### config.mk
export PLATFORM = sky130hd
export DESIGN_NAME = odslc_top
export DESIGN_NICKNAME = d
export VERILOG_FILES = /design/src/hw/odslc_pkg.sv /design/src/hw/odslc_top.sv
export SDC_FILE = /design/constraint.sdc
export NUM_CORES = 1
export LEC_CHECK = 0
export BUFFER_PORTS_ARGS = -buffer_cell sky130_fd_sc_hd__buf_2
export CAP_MARGIN = 15
export CORE_ASPECT_RATIO = 0.9
export CORE_MARGIN = 2
export CORE_UTILIZATION = 55
export DETAILED_ROUTE_END_ITERATION = 10
export GPL_ROUTABILITY_DRIVEN = 0
export PLACE_DENSITY_LB_ADDON = 0.05
export SKIP_LAST_GASP = 1
export SLEW_MARGIN = 20
export SYNTH_ARGS = -nofsm -noshare
export SYNTH_HDL_FRONTEND = slang
export SYNTH_SLANG_ARGS = --single-unit
export TNS_END_PERCENT = 100
### constraint.sdc
create_clock -name CLOCK -period 3.1 [get_ports CLOCK]
set_input_delay 0.465 -clock CLOCK [delete_from_list [all_inputs] [get_ports CLOCK]]
set_output_delay 0.465 -clock CLOCK [all_outputs]
set_load 0.02 [all_outputs]
### src/hw/odslc_pkg.sv
// What this block does
// - A low load strobe copies input registers into converter registers.
// - A load pulse updates every converter holding new data at once.
// - A frame strobe fall powers the input buffers and arms the shifter.
// - After the strobe falls, one bit is taken on each of 16 clock falls.
// - A strobe rise before the 16th clock fall, in a cycle with no clock fall, aborts and drops the word.
// - The word is held in a 16-bit shift register, one bit per clock fall.
// - After each full write the input buffers sleep until the next frame.
// - Two shared references are each set buffered, unbuffered or supply.
// - Each converter code is straight binary, 0 to 4095 at twelve bits.
`default_nettype none
package odslc_pkg;
   localparam int WORD_BITS = 16;
   localparam int CODE_BITS = 12;
   localparam int CHANNELS = 8;
   localparam int CHAN_BITS = 3;
   localparam int SYNC_STAGES = 2;
   localparam logic [3:0] LAST_BIT_COUNT = 4'hF;
   // word layout: bit 15 selects data or control
   localparam int TYPE_POS = 15;
   localparam int CHAN_POS = 12;
   localparam int CODE_POS = 0;
   localparam int BUF_ABCD_POS = 0;
   localparam int BUF_EFGH_POS = 1;
   localparam int VDD_ABCD_POS = 2;
   localparam int VDD_EFGH_POS = 3;
   localparam int GROUP_SIZE = 4;
   // host side clock ceiling, kept for the bench
   localparam int SCLK_MAX_MHZ = 30;
   localparam int CLOCK_MHZ = 20;
   localparam logic [CODE_BITS-1:0] CODE_RESET = 12'h000;
   localparam logic [1:0] REF_UNBUFFERED = 2'h0;
   localparam logic [1:0] REF_BUFFERED = 2'h1;
   localparam logic [1:0] REF_SUPPLY = 2'h2;
   localparam logic [CHANNELS-1:0] MASK_NONE = 8'h00;
   typedef enum logic {ODSLC_IDLE, ODSLC_SHIFT} odslc_state_type;
endpackage
`default_nettype wire

### src/hw/odslc_top.sv
`timescale 1ns/1ps
`default_nettype none
module odslc_top (
   input wire logic CLOCK,
   input wire logic RST,
   input wire logic CE,
   input wire logic SYNC_N,
   input wire logic SCLK,
   input wire logic DIN,
   input wire logic LOAD_STROBE_N,
   output logic [odslc_pkg::CHANNELS*odslc_pkg::CODE_BITS-1:0] DAC_CODE,
   output logic [1:0] REF_MODE_ABCD,
   output logic [1:0] REF_MODE_EFGH,
   output logic INPUT_BUF_EN,
   output logic WORD_DONE
);
   import odslc_pkg::*;

   logic [SYNC_STAGES-1:0] sync_n_s_q, sclk_s_q, din_s_q, load_n_s_q;
   logic [SYNC_STAGES-1:0] sync_n_s_d, sclk_s_d, din_s_d, load_n_s_d;
   logic sync_n_prev_q, sclk_prev_q, sync_n_prev_d, sclk_prev_d;
   odslc_state_type state_q, state_d;
   logic [WORD_BITS-1:0] shift_q, shift_d;
   logic [3:0] count_q, count_d;
   logic buf_en_q, buf_en_d;
   logic done_q, done_d;
   logic [CODE_BITS-1:0] input_q [CHANNELS];
   logic [CODE_BITS-1:0] input_d [CHANNELS];
   logic [CODE_BITS-1:0] conv_q [CHANNELS];
   logic [CODE_BITS-1:0] conv_d [CHANNELS];
   logic [CHANNELS-1:0] pending_q, pending_d, new_mask;
   logic buf_abcd_q, buf_efgh_q, vdd_abcd_q, vdd_efgh_q;
   logic buf_abcd_d, buf_efgh_d, vdd_abcd_d, vdd_efgh_d;
   logic [1:0] ref_abcd_q, ref_efgh_q, ref_abcd_d, ref_efgh_d;
   logic sync_fall, sync_rise, sclk_fall, load_active;
   logic [WORD_BITS-1:0] word;

   // supply bit beats buffer bit for a group
   function automatic logic [1:0] ref_mode(input logic buf_bit,
                                           input logic vdd_bit);
      if (vdd_bit)
         return REF_SUPPLY;
      else if (buf_bit)
         return REF_BUFFERED;
      else
         return REF_UNBUFFERED;
   endfunction

   // edge finders on the synchronised levels; the fall finder is shared by the frame strobe and the serial clock
   function automatic logic edge_fall(input logic prev,
                                      input logic cur);
      return prev & ~cur;
   endfunction

   function automatic logic edge_rise(input logic prev,
                                      input logic cur);
      return ~prev & cur;
   endfunction

   // channel field of a data word, read by store and mark alike
   function automatic logic [CHAN_BITS-1:0] chan_of(
      input logic [WORD_BITS-1:0] w);
      return w[CHAN_POS +: CHAN_BITS];
   endfunction

   // two-stage synchronisers; edge logic reads only the last stage
   always_comb begin
      sync_n_s_d = {sync_n_s_q[0], SYNC_N};
      sclk_s_d = {sclk_s_q[0], SCLK};
      din_s_d = {din_s_q[0], DIN};
      load_n_s_d = {load_n_s_q[0], LOAD_STROBE_N};
      sync_n_prev_d = sync_n_s_q[1];
      sclk_prev_d = sclk_s_q[1];
   end

   always_ff @(posedge CLOCK) begin
      if (RST) begin
         sync_n_s_q <= '1;
         sclk_s_q <= '0;
         din_s_q <= '0;
         load_n_s_q <= '1;
         sync_n_prev_q <= 1'h1;
         sclk_prev_q <= 1'h0;
      end else if (CE) begin
         sync_n_s_q <= sync_n_s_d;
         sclk_s_q <= sclk_s_d;
         din_s_q <= din_s_d;
         load_n_s_q <= load_n_s_d;
         sync_n_prev_q <= sync_n_prev_d;
         sclk_prev_q <= sclk_prev_d;
      end
   end

   // strobe edges; load acts on its level, not an edge, so a strobe
   // tied low still copies every new word
   assign sync_fall = edge_fall(sync_n_prev_q, sync_n_s_q[1]);
   assign sync_rise = edge_rise(sync_n_prev_q, sync_n_s_q[1]);
   assign sclk_fall = edge_fall(sclk_prev_q, sclk_s_q[1]);
   assign load_active = ~load_n_s_q[1];

   // frame sequencer and shift register
   always_comb begin
      state_d = state_q;
      shift_d = shift_q;
      count_d = count_q;
      buf_en_d = buf_en_q;
      done_d = 1'h0;
      case (state_q)
         ODSLC_IDLE: begin
            if (sync_fall) begin
               state_d = ODSLC_SHIFT;
               count_d = 4'h0;
               buf_en_d = 1'h1;
            end
         end
         ODSLC_SHIFT: begin
            // a clock fall seen with the strobe rise still counts
            if (sclk_fall) begin
               shift_d = {shift_q[WORD_BITS-2:0], din_s_q[1]};
               count_d = count_q + 4'h1;
               if (count_q == LAST_BIT_COUNT) begin
                  state_d = ODSLC_IDLE;
                  buf_en_d = 1'h0;
                  done_d = 1'h1;
               end
            end else if (sync_rise) begin
               state_d = ODSLC_IDLE;
               buf_en_d = 1'h0;
            end
         end
         default: begin
            state_d = ODSLC_IDLE;
            buf_en_d = 1'h0;
         end
      endcase
   end

   always_ff @(posedge CLOCK) begin
      if (RST) begin
         state_q <= ODSLC_IDLE;
         shift_q <= '0;
         count_q <= 4'h0;
         buf_en_q <= 1'h0;
         done_q <= 1'h0;
      end else if (CE) begin
         state_q <= state_d;
         shift_q <= shift_d;
         count_q <= count_d;
         buf_en_q <= buf_en_d;
         done_q <= done_d;
      end
   end

   // decode a finished word one cycle after its last bit
   assign word = shift_q;
   always_comb begin
      new_mask = MASK_NONE;
      buf_abcd_d = buf_abcd_q;
      buf_efgh_d = buf_efgh_q;
      vdd_abcd_d = vdd_abcd_q;
      vdd_efgh_d = vdd_efgh_q;
      for (int i = 0; i < CHANNELS; i++)
         input_d[i] = input_q[i];
      if (done_q) begin
         if (word[TYPE_POS]) begin
            buf_abcd_d = word[BUF_ABCD_POS];
            buf_efgh_d = word[BUF_EFGH_POS];
            vdd_abcd_d = word[VDD_ABCD_POS];
            vdd_efgh_d = word[VDD_EFGH_POS];
         end else begin
            // the code is kept as sent, straight binary
            input_d[chan_of(word)] = word[CODE_POS +: CODE_BITS];
            new_mask[chan_of(word)] = 1'h1;
         end
      end
      // mode kept decoded so the pins come straight from flops
      ref_abcd_d = ref_mode(buf_abcd_d, vdd_abcd_d);
      ref_efgh_d = ref_mode(buf_efgh_d, vdd_efgh_d);
   end

   // load copies only channels holding new data, including data decoded in the load cycle, then clears every pending bit
   always_comb begin
      pending_d = pending_q | new_mask;
      for (int i = 0; i < CHANNELS; i++)
         conv_d[i] = conv_q[i];
      if (load_active) begin
         for (int i = 0; i < CHANNELS; i++)
            if (pending_d[i])
               conv_d[i] = input_d[i];
         pending_d = MASK_NONE;
      end
   end

   always_ff @(posedge CLOCK) begin
      if (RST) begin
         for (int i = 0; i < CHANNELS; i++) begin
            input_q[i] <= CODE_RESET;
            conv_q[i] <= CODE_RESET;
         end
         pending_q <= MASK_NONE;
         buf_abcd_q <= 1'h0;
         buf_efgh_q <= 1'h0;
         vdd_abcd_q <= 1'h0;
         vdd_efgh_q <= 1'h0;
         ref_abcd_q <= REF_UNBUFFERED;
         ref_efgh_q <= REF_UNBUFFERED;
      end else if (CE) begin
         for (int i = 0; i < CHANNELS; i++) begin
            input_q[i] <= input_d[i];
            conv_q[i] <= conv_d[i];
         end
         pending_q <= pending_d;
         buf_abcd_q <= buf_abcd_d;
         buf_efgh_q <= buf_efgh_d;
         vdd_abcd_q <= vdd_abcd_d;
         vdd_efgh_q <= vdd_efgh_d;
         ref_abcd_q <= ref_abcd_d;
         ref_efgh_q <= ref_efgh_d;
      end
   end

   // outputs straight from flip-flops
   always_comb begin
      for (int i = 0; i < CHANNELS; i++)
         DAC_CODE[i*CODE_BITS +: CODE_BITS] = conv_q[i];
   end
   assign REF_MODE_ABCD = ref_abcd_q;
   assign REF_MODE_EFGH = ref_efgh_q;
   assign INPUT_BUF_EN = buf_en_q;
   assign WORD_DONE = done_q;
endmodule // odslc_top
`default_nettype wire

; Word level (Yosys, flattened, before mapping)
; Memory sizes are Yosys's and may differ from the RTL's.
; Cells that the tools add are included.
[word_totals]
register_bits = 49
ramBits = 192
in_bits = 7
out_inout_bits = 102
wordCells = 128
n_memories = 2
[classes]
add_sub_neg = 1
order_cmp = 4
eq_ne = 5
mux = 68
bitwise = 25
n_reduce_logical = 5
[mem_list]
columns = name, words, word_bits, rd, rd_clocked_by_memory_dff, wr, line_no
row1 = conv_q, 8, 12, 8, 0, 8, odslc_top.sv:29  ; logic [CODE_BITS-1:0] conv_q [CHANNELS];
row2 = input_q, 8, 12, 8, 0, 8, odslc_top.sv:27  ; logic [CODE_BITS-1:0] input_q [CHANNELS];
[op_table]
columns = operator, count
row1 = 12-bit 2-to-1 mux, 25
row2 = 96-bit 2-to-1 mux, 3
row3 = 96-bit bitwise mux, 1
row4 = 12-bit demux with 3-bit select, 1
row5 = 1-bit 2-to-1 mux, 27
row6 = 8-bit 2-to-1 mux, 3
row7 = 1-bit OR, 16
row8 = 4-bit 2-to-1 mux, 2
row9 = 8-bit OR, 1
row10 = 4-bit one-hot mux with 2 select lines, 1
row11 = 3-bit AND reduction, 2
row12 = 4-bit by 1-bit adder with 4-bit output (second input constant), 1
row13 = 4-bit == test (second input constant), 1
row14 = 4-bit greater-or-equal comparator (second input constant), 1
row15 = 3-bit by 4-bit less-than comparator with 1-bit output (second input constant), 1
row16 = 4-bit by 1-bit less-than comparator with 1-bit output (second input constant), 1
row17 = 2-bit 2-to-1 mux, 2
row18 = 1-bit inverter, 4
row19 = 3-bit inverter with 4-bit output, 1
row20 = 1-bit one-hot mux with 2 select lines, 2
row21 = 4-bit AND reduction, 1
row22 = 1-bit AND, 3
row23 = 1-bit demux with 3-bit select, 1
row24 = 3-bit by 1-bit greater-or-equal comparator with 1-bit output (second input constant), 1
row25 = other kinds (5), 6

; Logic depth before layout (Yosys ltp)
; Gate-level depths: netlist of run 1.
[depth]
word_depth = 11
ltp_mapped = 6
ltp_nobuf = 4

; Worst setup path before layout of run 1
; No wires, ideal clock.
[synth_timing]
kind = input to register
start = input CE
end = memory input_q[0][0] (enable)
arrival_time_ns = 2.216
setup_slack_ns = 0.471
cell_stages = 3
n_path_buf = 2
cell_sequence = buf_2 -> clkbuf_1 -> or2_2
[synth_lines]
columns = item, line_no
row1 = "start, declared", odslc_top.sv:6  ; input wire logic CE,
row2 = "end, declared", odslc_top.sv:27

==> results.txt, run 1 <==
----------------------------------------------------
[Status]
  Status ... completed

[Critical path]
  Req. time, crit path ... between 3 and 4 ns
  Nature of the critical path startpoint ... flop
  Delay of the slowest cell on the worst path ... 0.47 ns
  Startpoint-to-endpoint class of the critical path ... flop to flop
  Crit path max-delay family ... simple AND/OR/NAND/NOR gates
  Combined buffer and inverter count along the critical path ... 1
  Critical path data arrival time ... roughly 2.2 ns
  Nature of the critical path endpoint ... flop
  Critical Path Fanout Max ... 14
  Critical path, cell by cell ... nor3b_4 > nand2_4 > a21oi_1 > buf_4
  Cell with the largest stage delay on the worst path ... sky130_fd_sc_hd__dfxtp_1

[Die]
  Top Ports ... approximately 110
  Area of the core ... roughly 0.017 sq mm
  Die Y-Extent ... roughly 130 um
  Floorplan die width ... roughly 140 um
  Starting utilization of the core area ... a little under three fifths
  Number of cell rows ... between 40 and 50
  Die outline area ... about 0.018 sq mm

[Clocking]
  Number of hold-repair buffers added at the cts stage ... 0
  H-tree lvl count ... 1
  Maximum clock insertion buffer count ... 3
  Clock net sink count ... roughly 240
  Number of buffers added for setup after CTS ... 0
  CTS tree ... built
  Worst-Skew Late Latency ... around 0.5 ns
  Post-cts sizing count ... 0
  CTS buffer count ... 24
  Reg clk slew, reported paths ... 0.06 ns
  Master cell of the clock root buffer ... sky130_fd_sc_hd__clkbuf_16

[Power]
  Max VDD drop ... 399 uV
  Sequential share of power ... about half
  P_int ... approximately 5.7 mW
  Net switching power ... 1.47 mW
  P per Cell Area ... about 660 mW/mm^2
  Switching Share ... approximately 21%
  Clock share of power ... between 40 and 50%
  Combinational Power Share ... about 4.7%
  Reported leakage power ... ~4.6 nW

[Drt]
  Post-route ant nets ... 0
  Number of DRC markers in iteration 0 ... between 300 and 400
  Number of vias per cell ... between 5 and 6
  Routed length per placed instance ... a little under 20 um
  Wire length after detailed routing ... roughly 20 mm
  Remaining design rule violation count ... 0
  Number of search-and-repair iterations in the first detailed-routing pass ... 5
  Number of vias after detailed routing ... 5518

[Global route]
  Vias in the first global route ... around 5500
  First-pass GRT wire length ... 30.7 mm
  Global-route congestion overflow total ... 0
  Pin count of the biggest net entering global routing ... 80
  Antenna violations before repair ... 0
  Overall Global Routing Usage ... ~22%

[STA]
  Final clock skew ... 0.00982 ns
  Fin crit share ... around 63%
  Setup-violating endpoint count in the final report ... 0
  Setup TNS ... 0 ns
  Slew Viols, Final ... 0
  Achievable Freq ... ~510 MHz
  Slew at the pin with the worst max-slew slack ... about 0.78 ns
  Setup repair after global routing missed its margin ... no
  Final Hold Viols ... 0
  Final Critical Period ... just under 2 ns
  Slew margin rel. ... about half

[Synthesis]
  Share of async-settable or async-resettable flops after synthesis ... 0%
  Cell type with the largest total area after synthesis ... sky130_fd_sc_hd__edfxtp_1
  Post-Syn Area ... 0.00929 sq mm
  Number of synthesized register bits ... around 240
  Sequential share of the synthesized area ... just over 70%
  Yosys synthesis warning count ... 0
  Net Count, Synth ... ~660
  Largest cells by area after synthesis ... sky130_fd_sc_hd__edfxtp_1 62%, sky130_fd_sc_hd__mux2i_1 12%, sky130_fd_sc_hd__dfxtp_1 10%
  Synth top cells by count ... 192 x sky130_fd_sc_hd__edfxtp_1, 162 x sky130_fd_sc_hd__nand2_1, 108 x sky130_fd_sc_hd__mux2i_1
  Synth unique cells ... 37
  EDFF count, synth ... roughly 190
  Primary FF master, synth ... sky130_fd_sc_hd__edfxtp_1
  Gate count of the mapped netlist ... 655
  Most instantiated library cell after synthesis ... sky130_fd_sc_hd__edfxtp_1
  Avg Inst Size Synth ... 14.2 sq um
  Share of the synthesized area in the top cell type ... slightly above 60%

[Min path]
  Hold WC Path Type ... primary input to flop

[Finish]
  Fraction of layout cells with a size suffix above 1 ... 22.3%
  Relative area change from synthesis to final layout ... 17.3%
  Net count, final ... about 780
  Total inserted antenna cells ... 0
  Post-Route Utilization ... about two thirds
  Fill cell total of the finished layout ... between 1000 and 1500

[Placement]
  HPWL after detailed placement ... ~12 mm
  Number of I/O port buffers ... about 110

[Run]
  Number of max-cap violations ... 0

----------------------------------------------------
## final timing paths
kind | start | end | slack (ns) | cells past startpoint
setup / recovery | WORD_DONE$_SDFFE_PP0P_ | conv_q[0][15]$_DFFE_PP_ | 1.15 | 4
hold / removal | LOAD_STROBE_N | load_n_s_q[0]$_SDFFE_PP1P_ | 0.17 | 3
setup reg to reg | WORD_DONE$_SDFFE_PP0P_ | conv_q[0][15]$_DFFE_PP_ | 1.15 | 4
hold reg to reg | din_s_q[1]$_SDFFE_PP0P_ | shift_q[0]$_SDFFE_PP0P_ | 0.46 | 2
## kinds of logic (layout without fill, tap and decap cells)
| family | Yosys count | in the layout | share of synthesized area, % |
|---|---|---|---|
| simple gates | 219 | 219 | 10.3 |
| mux | 108 | 108 | 11.6 |
| buf+inv | 42 | 173 | 2.65 |
| fa+ha+maj | 1 | 1 | 0.135 |
| compound gates | 46 | 46 | 3.03 |
| flops | 239 | 239 | 72.2 |
## placed cells by master, fill, tap and decap left out, types with 2 or more instances in the layout
cell                        count
sky130_fd_sc_hd__clkinv_2       2
sky130_fd_sc_hd__o211ai_1       2
sky130_fd_sc_hd__a21oi_1       27
sky130_fd_sc_hd__nor2b_1        3
sky130_fd_sc_hd__clkbuf_16     24
sky130_fd_sc_hd__nand2_1      162
sky130_fd_sc_hd__buf_2        108
sky130_fd_sc_hd__bufinv_16      6
sky130_fd_sc_hd__edfxtp_1     192
sky130_fd_sc_hd__and3_4         2
sky130_fd_sc_hd__nand3_1        7
sky130_fd_sc_hd__nand3b_1       2
sky130_fd_sc_hd__buf_4         16
sky130_fd_sc_hd__nand4b_1       3
sky130_fd_sc_hd__a311oi_1       2
sky130_fd_sc_hd__nor2_1        22
sky130_fd_sc_hd__o2bb2ai_1      8
sky130_fd_sc_hd__nand2_4        3
sky130_fd_sc_hd__or3_1          2
sky130_fd_sc_hd__dfxtp_1       47
sky130_fd_sc_hd__o21ai_0        3
sky130_fd_sc_hd__nor3_1         2
sky130_fd_sc_hd__clkbuf_8       3
sky130_fd_sc_hd__clkinv_1       7
sky130_fd_sc_hd__nand2_2        3
sky130_fd_sc_hd__mux2i_1      108
sky130_fd_sc_hd__inv_1          3
## per-layer routing
layer  vias up  track usage (%)  part of all wire [%]
met1      2730             33.5                    48
met5         -                0                     0
met2       171             34.1                    45
met3        30             3.94                   4.8
li1       2587                -                     -
met4         0             4.94                   1.9
## per-stage QoR
step                worst slack, ns  cells  total power, mW  hold WS (ns)  area [sq um]
finish                         1.15    997             7.17         0.167         10900
CTS                            1.15    997             7.23         0.156         10900
global placement              0.888    953             4.07         0.445         10000
floorplan                     0.471    655             3.95         0.431          9290
global route                   1.04    997             7.38         0.178         10900
detailed placement            0.819    953             4.08         0.447         10000
## worst reg2reg max path, cell delays in order, from the launching register on
cell and delay (ns):
sky130_fd_sc_hd__dfxtp_1 0.47, sky130_fd_sc_hd__nor3b_4 0.47, sky130_fd_sc_hd__nand2_4 0.26, sky130_fd_sc_hd__a21oi_1 0.22, sky130_fd_sc_hd__buf_4 0.24
## power groups by stage
stage | logic, mW | registers [mW] | clock network [mW]
5_1_grt | 0.372 | 3.68 | 3.33
4_1_cts | 0.345 | 3.67 | 3.21
3_5_place_dp | 0.344 | 3.74 | 0
2_1_floorplan | 0.139 | 3.81 | 0
6_report | 0.340 | 3.67 | 3.16
3_3_place_gp | 0.334 | 3.74 | 0
## registers in the layout, indices dropped and copies added (netlist names)
name,count
pending_q,8
sync_n_s_q,2
REF_MODE_ABCD,1
state_q,1
vdd_abcd_q,1
vdd_efgh_q,1
input_q,96
load_n_s_q,2
WORD_DONE,1
INPUT_BUF_EN,1
buf_abcd_q,1
sclk_s_q,2
sync_n_prev_q,1
conv_q,96
din_s_q,2
sclk_prev_q,1
shift_q,16
REF_MODE_EFGH,1
count_q,4
buf_efgh_q,1
## area by class of cell
| cell class | count | area (sq um) | share of cell area, % |
|---|---|---|---|
| clock buffers | 27 | 642 | 5.89 |
| flip-flops and latches | 239 | 6710 | 61.6 |
| multi-input cells | 374 | 2340 | 21.5 |
| clock inverters | 17 | 240 | 2.21 |
| well taps | 211 | 264 | 2.42 |
| repair buffers | 125 | 681 | 6.25 |
| inverters | 4 | 15.0 | 0.138 |
Power figures use the tool's default switching activity.
==> inputs of run 2 (changes only) <==
==> constraint.sdc (replaced) <==
create_clock -name CLOCK -period 2 [get_ports CLOCK]
set_input_delay 0.3 -clock CLOCK [delete_from_list [all_inputs] [get_ports CLOCK]]
set_output_delay 0.3 -clock CLOCK [all_outputs]
set_load 0.02 [all_outputs]
==> run 2 against run 1 <==
Sequential share of layout area down 0.23 points. Clock-buffer cell count up 4. Sequential power up 55%. Critical path depth unchanged. Worst hold slack worse by 0.15 ns. Clock skew up 0.0024 ns. Final cell count up 1.7%. Combinational power up 61%. Design area up 0.37%. First-iteration DRC count up 28%. Core utilization up 0.24 points. Total power up 43%. Largest cell class unchanged.
==> results.txt, run 2 (same netlist as run 1, synthesis figures left out) <==
----------------------------------------------------
[Min path]
  Hold Path Origin ... SYNC_N
  Worst Hold Depth ... 3
  Hold WC Path Type ... primary input to flop
  Sink of the worst hold path ... sync_n_s_q[0]$_SDFFE_PP1P_

[Drt]
  Number of vias per cell ... roughly 5.5
  Post-route ant nets ... 0
  Number of DRC markers in iteration 0 ... 462
  Wire length after detailed routing ... between 15 and 20 mm
  Remaining design rule violation count ... 0
  Routed length per placed instance ... 19.3 um
  Number of vias after detailed routing ... roughly 5600
  Number of search-and-repair iterations in the first detailed-routing pass ... 5

[Clocking]
  Number of buffers added for setup after CTS ... 0
  CTS tree ... built
  Post-cts sizing count ... 0
  Master cell of the clock root buffer ... sky130_fd_sc_hd__clkbuf_16
  H-tree lvl count ... 1
  Worst-Skew Late Latency ... roughly 0.5 ns
  Reg clk slew, reported paths ... 0.06 ns
  Clock net sink count ... roughly 240
  Number of hold-repair buffers added at the cts stage ... 0
  CTS buffer count ... 24
  Maximum clock insertion buffer count ... 3

[Finish]
  Fill cell total of the finished layout ... between 1000 and 1500
  Post-Route Utilization ... 65.4%
  Post-route design area ... approximately 0.011 sq mm
  Net count, final ... around 790
  Registers with the highest flip-flop counts ... conv_q x96, input_q x96, shift_q x16
  Most common cell after layout, fill and taps aside ... sky130_fd_sc_hd__edfxtp_1
  Fraction of layout cells with a size suffix above 1 ... 24.2%
  Most frequent cells in the layout ... 192 x sky130_fd_sc_hd__edfxtp_1, 162 x sky130_fd_sc_hd__nand2_1, 108 x sky130_fd_sc_hd__mux2i_1, 108 x sky130_fd_sc_hd__buf_2, 47 x sky130_fd_sc_hd__dfxtp_1
  Multi-input combinational cell area ... between 0.002 and 0.0025 sq mm
  Final instance count without filler cells ... around 1000
  Total inserted antenna cells ... 0
  Relative area change from synthesis to final layout ... 17.7%
  FF/Latch Area ... about 0.0067 sq mm

[Global route]
  Vias in the first global route ... between 5000 and 6000
  First-pass GRT wire length ... approximately 30 mm
  Overall Global Routing Usage ... a little over a fifth
  Antenna violations before repair ... 0
  Global-route congestion overflow total ... 0
  Pin count of the biggest net entering global routing ... 62

[Critical path]
  Startpoint-to-endpoint class of the critical path ... flop to flop
  Nature of the critical path startpoint ... flop
  Number of cells on the worst reg-to-reg path ... 4
  Critical Path Fanout Max ... 12
  Critical path data arrival time ... roughly 1.9 ns
  Cell with the largest stage delay on the worst path ... sky130_fd_sc_hd__dfxtp_1
  Reg2reg end ... conv_q[0][30]$_DFFE_PP_
  Combined buffer and inverter count along the critical path ... 1
  Critical path, cell by cell ... nor3b_4 > buf_4 > nand2_4 > a21oi_4
  Worst setup slack for register-to-register paths ... roughly 0.25 ns
  Req. time, crit path ... 2.15 ns
  Worst R2R Start ... shift_q[15]$_SDFFE_PP0P_
  Delay of the slowest cell on the worst path ... 0.39 ns
  Crit path max-delay family ... simple AND/OR/NAND/NOR gates
  Nature of the critical path endpoint ... flop

[Die]
  Number of cell rows ... 45
  Area of the core ... 0.0167 sq mm
  Die Y-Extent ... 127 um
  Starting utilization of the core area ... ~56%
  Floorplan die width ... approximately 140 um
  Die outline area ... roughly 0.018 sq mm
  Top Ports ... approximately 110

[STA]
  Final Critical Period ... 1.75 ns
  Final clock skew ... about 0.012 ns
  Slew margin rel. ... a little over half
  Slew Viols, Final ... 0
  Setup TNS ... 0 ns
  Slew at the pin with the worst max-slew slack ... 0.715 ns
  Final critical-path setup slack ... around 0.25 ns
  Achievable Freq ... approximately 570 MHz
  Setup repair after global routing missed its margin ... no
  Setup-violating endpoint count in the final report ... 0
  Final Hold Viols ... 0
  Fin crit share ... around 88%
  Worst hold margin ... roughly 0.014 ns

[Power]
  Max VDD drop ... between 500 and 600 uV
  Total power of the final layout ... 10.2 mW
  Reported leakage power ... between 4 and 5 nW
  P per Cell Area ... about 940 mW/mm^2

[Placement]
  HPWL after detailed placement ... between 10 and 15 mm
  Number of I/O port buffers ... around 110
  Placed cell areas ... a little over 0.01 sq mm
  Cell count after placement ... 971
  DP Worst Slack ... approximately 0.074 ns

[Run]
  Number of max-cap violations ... 0

[Status]
  Status ... completed

----------------------------------------------------
==> run 2: cell types whose count changed in the layout (fill, tap and decap cells not counted), sizes merged <==
cell | before | now
buf | 125 | 143
bufinv | 6 | 0
clkbuf | 27 | 31
clkinv | 10 | 12
clkinvlp | 1 | 0
==> run 2: report_power, final <==
group	internal (mW)	leakage [nW]	total, mW	switching (mW)
clock	2.27	0.343	4.01	1.74
combinational	0.158	1.86	0.547	0.389
sequential	5.62	2.39	5.69	0.0703
==> run 2: cell type report <==
cell class | count | area share (%)
flip-flops and latches | 239 | 61.4
inverters | 4 | 0.137
repair buffers | 143 | 7.69
well taps | 211 | 2.42
clock inverters | 12 | 0.458
clock buffers | 31 | 5.93
multi-input cells | 374 | 22.0
==> run 2: worst max path at each step <==
stage	from	end	slack, ns	cells past startpoint
final	shift_q[15]$_SDFFE_PP0P_	conv_q[0][30]$_DFFE_PP_	0.25	4
after global routing	shift_q[15]$_SDFFE_PP0P_	conv_q[0][30]$_DFFE_PP_	0.13	4
after CTS	load_n_s_q[1]$_SDFFE_PP1P_	conv_q[0][17]$_DFFE_PP_	0.19	3
after detailed placement	RST	conv_q[0][20]$_DFFE_PP_	0.07	3
after global placement	RST	conv_q[0][28]$_DFFE_PP_	0.09	3
after floorplan	CE	input_q[0][0]$_DFFE_PP_	0.006	3
==> run 2: tightest hold or removal path, cell delays in order <==
cell	delay (ns)
sky130_fd_sc_hd__buf_2	0.07
sky130_fd_sc_hd__mux2i_1	0.05
sky130_fd_sc_hd__nand2_1	0.06
==> run 2: layer usage <==
layer  vias to the layer above  share of wire [%]  global-route usage [%]
li1                       2621                  -                       -
met1                      2731                 47                    33.2
met2                       183                 46                    33.3
met3                        27                5.6                    3.67
met4                         0                1.7                    5.35
met5                         -                  0                       0
==> inputs of run 3 (changes only) <==
--- a/config.mk
+++ b/config.mk
@@ -8,7 +8,6 @@
 export BUFFER_PORTS_ARGS = -buffer_cell sky130_fd_sc_hd__buf_2
 export CAP_MARGIN = 15
 export CORE_ASPECT_RATIO = 0.9
-export CORE_MARGIN = 2
 export CORE_UTILIZATION = 55
 export DETAILED_ROUTE_END_ITERATION = 10
 export GPL_ROUTABILITY_DRIVEN = 0
==> constraint.sdc (replaced) <==
create_clock -name CLOCK -period 1.7 [get_ports CLOCK]
set_input_delay 0.255 -clock CLOCK [delete_from_list [all_inputs] [get_ports CLOCK]]
set_output_delay 0.255 -clock CLOCK [all_outputs]
set_load 0.02 [all_outputs]
==> run 3 against run 2 <==
The flow now finishes with violations (DRC). Combinational power grew 28%. Fmax grew 9.4%. Design area grew 4.0%. Die area shrank 3.0%. Clock skew grew 0.0016 ns. Worst setup slack lost 0.15 ns. Clock-buffer cell count grew 1. Sequential share of layout area shrank 2.3 points. Worst hold slack gained 0.15 ns. Sequential power grew 18%. Flip-flop and latch count is the same. Largest power group unchanged.
==> results.txt, run 3 (same netlist as run 1, synthesis figures left out) <==
----------------------------------------------------
[Die]
  Die Y-Extent ... 125 um
  Floorplan die width ... between 100 and 150 um
  Top Ports ... around 110
  Starting utilization of the core area ... roughly 57%
  Area of the core ... about 0.016 sq mm
  Number of cell rows ... 44
  Die outline area ... between 0.015 and 0.02 sq mm

[Power]
  Clock share of power ... a little over two fifths
  Total power of the final layout ... around 13 mW
  Sequential share of power ... 52.4%
  P per Cell Area ... 1120 mW/mm^2
  P_int ... 10.1 mW
  Reported leakage power ... between 4 and 5 nW
  Switching Share ... slightly above 20%
  Net switching power ... between 2 and 3 mW
  Combinational Power Share ... roughly 5.5%
  Max VDD drop ... slightly above 900 uV

[Clocking]
  Clock net sink count ... 239
  Master cell of the clock root buffer ... sky130_fd_sc_hd__clkbuf_16
  Number of buffers added for setup after CTS ... 0
  Worst-Skew Late Latency ... approximately 0.50 ns
  H-tree lvl count ... 1
  CTS tree ... built
  CTS buffer count ... 24
  Reg clk slew, reported paths ... around 0.060 ns
  Maximum clock insertion buffer count ... 3

[Drt]
  Routed length per placed instance ... 18.7 um
  Wire length after detailed routing ... roughly 19 mm
  Number of vias per cell ... roughly 5.4
  Post-route ant nets ... 0
  Number of search-and-repair iterations in the first detailed-routing pass ... 10
  Remaining design rule violation count ... 2
  Number of DRC markers in iteration 0 ... approximately 430
  Number of vias after detailed routing ... 5582

[Min path]
  Worst Hold Depth ... 3
  Hold WC Path Type ... primary input to flop
  Hold Path Origin ... RST
  Sink of the worst hold path ... load_n_s_q[0]$_SDFFE_PP1P_

[Finish]
  Net count, final ... a little over 800
  Post-route design area ... about 0.011 sq mm
  Registers with the highest flip-flop counts ... conv_q x96, input_q x96, shift_q x16
  Most frequent cells in the layout ... 192 x sky130_fd_sc_hd__edfxtp_1, 162 x sky130_fd_sc_hd__nand2_1, 108 x sky130_fd_sc_hd__mux2i_1, 108 x sky130_fd_sc_hd__buf_2, 45 x sky130_fd_sc_hd__dfxtp_1
  Fraction of layout cells with a size suffix above 1 ... 26.4%
  Relative area change from synthesis to final layout ... 22.5%
  Fill cell total of the finished layout ... around 1100
  Most common cell after layout, fill and taps aside ... sky130_fd_sc_hd__edfxtp_1
  Total inserted antenna cells ... 0

[STA]
  Setup repair after global routing missed its margin ... no
  Worst hold margin ... about 0.16 ns
  Fin crit share ... between 90% and 100%
  Slew Viols, Final ... 0
  Achievable Freq ... 624 MHz
  Slew at the pin with the worst max-slew slack ... approximately 0.43 ns
  Slew margin rel. ... between 70% and 80%
  Setup TNS ... 0 ns
  Final critical-path setup slack ... around 0.098 ns
  Final clock skew ... roughly 0.014 ns
  Setup-violating endpoint count in the final report ... 0
  Final Hold Viols ... 0
  Final Critical Period ... around 1.6 ns

[Status]
  Failing checks ... DRC
  Status ... finished, violations left

[Critical path]
  Critical path data arrival time ... roughly 1.9 ns
  Nature of the critical path startpoint ... flop
  Req. time, crit path ... 2.01 ns
  Nature of the critical path endpoint ... flop
  Worst R2R Start ... WORD_DONE$_SDFFE_PP0P_
  Critical Path Fanout Max ... 11
  Start point of the critical path ... WORD_DONE$_SDFFE_PP0P_
  Reg2reg end ... conv_q[0][39]$_DFFE_PP_
  Worst setup slack for register-to-register paths ... 0.1 ns
  Number of cells on the worst reg-to-reg path ... 4
  Startpoint-to-endpoint class of the critical path ... flop to flop

[Placement]
  Number of I/O port buffers ... 108
  HPWL after detailed placement ... 12.5 mm
  DP Worst Slack ... -0.00700 ns
  Placed cell areas ... approximately 0.010 sq mm

[Global route]
  Antenna violations before repair ... 0
  Global-route congestion overflow total ... 0
  Vias in the first global route ... about 5700
  First-pass GRT wire length ... between 30 and 40 mm
  Overall Global Routing Usage ... a little under a quarter
  Pin count of the biggest net entering global routing ... 43

[Run]
  Number of max-cap violations ... 0

----------------------------------------------------
-- run 3: cell types whose count changed in the layout (fill, tap and decap cells not counted), moves of 2 or more --
cell and delta:
sky130_fd_sc_hd__a21oi_4 +3, sky130_fd_sc_hd__buf_4 -3, sky130_fd_sc_hd__dlygate4sd3_1 +4, sky130_fd_sc_hd__a21oi_2 -3, sky130_fd_sc_hd__clkinv_1 -3, sky130_fd_sc_hd__clkbuf_8 +2, sky130_fd_sc_hd__buf_12 +13, sky130_fd_sc_hd__dfxtp_1 -2
sky130_fd_sc_hd__clkbuf_1 -5, sky130_fd_sc_hd__clkbuf_16 +4
-- run 3: repair_timing --
item                                    in CTS  in global routing
resized for setup                            0                  2
endpoints found under the setup margin       0                 10
hold buffers                                 4                  0
hold endpoints to repair                     4                  0
-- run 3: layout make-up --
| cell class | instances | area (sq um) | area share (%) |
|---|---|---|---|
| timing repair buffer | 157 | 1120 | 9.84 |
| clock inverter | 12 | 81.3 | 0.715 |
| inverter | 4 | 15.0 | 0.132 |
| multi-input combinational | 374 | 2430 | 21.4 |
| tap | 207 | 259 | 2.28 |
| clock buffer | 32 | 757 | 6.66 |
| sequential | 239 | 6710 | 59.0 |
-- run 3: worst max path at each step --
stage          cells past startpoint  slack [ns]                          end
4_1_cts                            4        0.08      conv_q[0][39]$_DFFE_PP_
3_3_place_gp                       5        0.05       conv_q[1][1]$_DFFE_PP_
6_report                           4         0.1      conv_q[0][39]$_DFFE_PP_
5_1_grt                            4        0.01      input_q[1][4]$_DFFE_PP_
3_5_place_dp                       5      -0.007       conv_q[1][1]$_DFFE_PP_
2_1_floorplan                      5       -0.01  conv_q[1][24]$_SDFFCE_PP0P_
-- run 3: metrics by stage --
step           instances  util [%]
4_1_cts             1025      69.8
3_3_place_gp         977      64.4
3_5_place_dp         977      64.4
6_report            1025      69.8
2_1_floorplan        655         -
5_1_grt             1025      69.8
-- run 3: power by group through the flow --
stage          combinational, mW  clock, mW  sequential, mW
4_1_cts                    0.708       5.44            6.70
6_report                   0.700       5.37            6.69
3_5_place_dp               0.699          0            6.82
5_1_grt                    0.758       5.66            6.72
2_1_floorplan              0.279          0            6.94
3_3_place_gp               0.684          0            6.81
-- run 3: worst max-delay path, stage by stage (launching register included) --
cell                      delay (ns)
sky130_fd_sc_hd__dfxtp_4        0.39
sky130_fd_sc_hd__nor3b_4        0.22
sky130_fd_sc_hd__buf_4          0.18
sky130_fd_sc_hd__and3_4         0.33
sky130_fd_sc_hd__mux2i_1        0.28
-- run 3: per-layer routing --
metal	vias to the layer above	routed length, um	GRT usage [%]
met5	-	0	0
met4	0	330	5.16
met3	33	966	3.41
met2	159	9210	37.1
met1	2743	8670	33.4
li1	2647	-	-
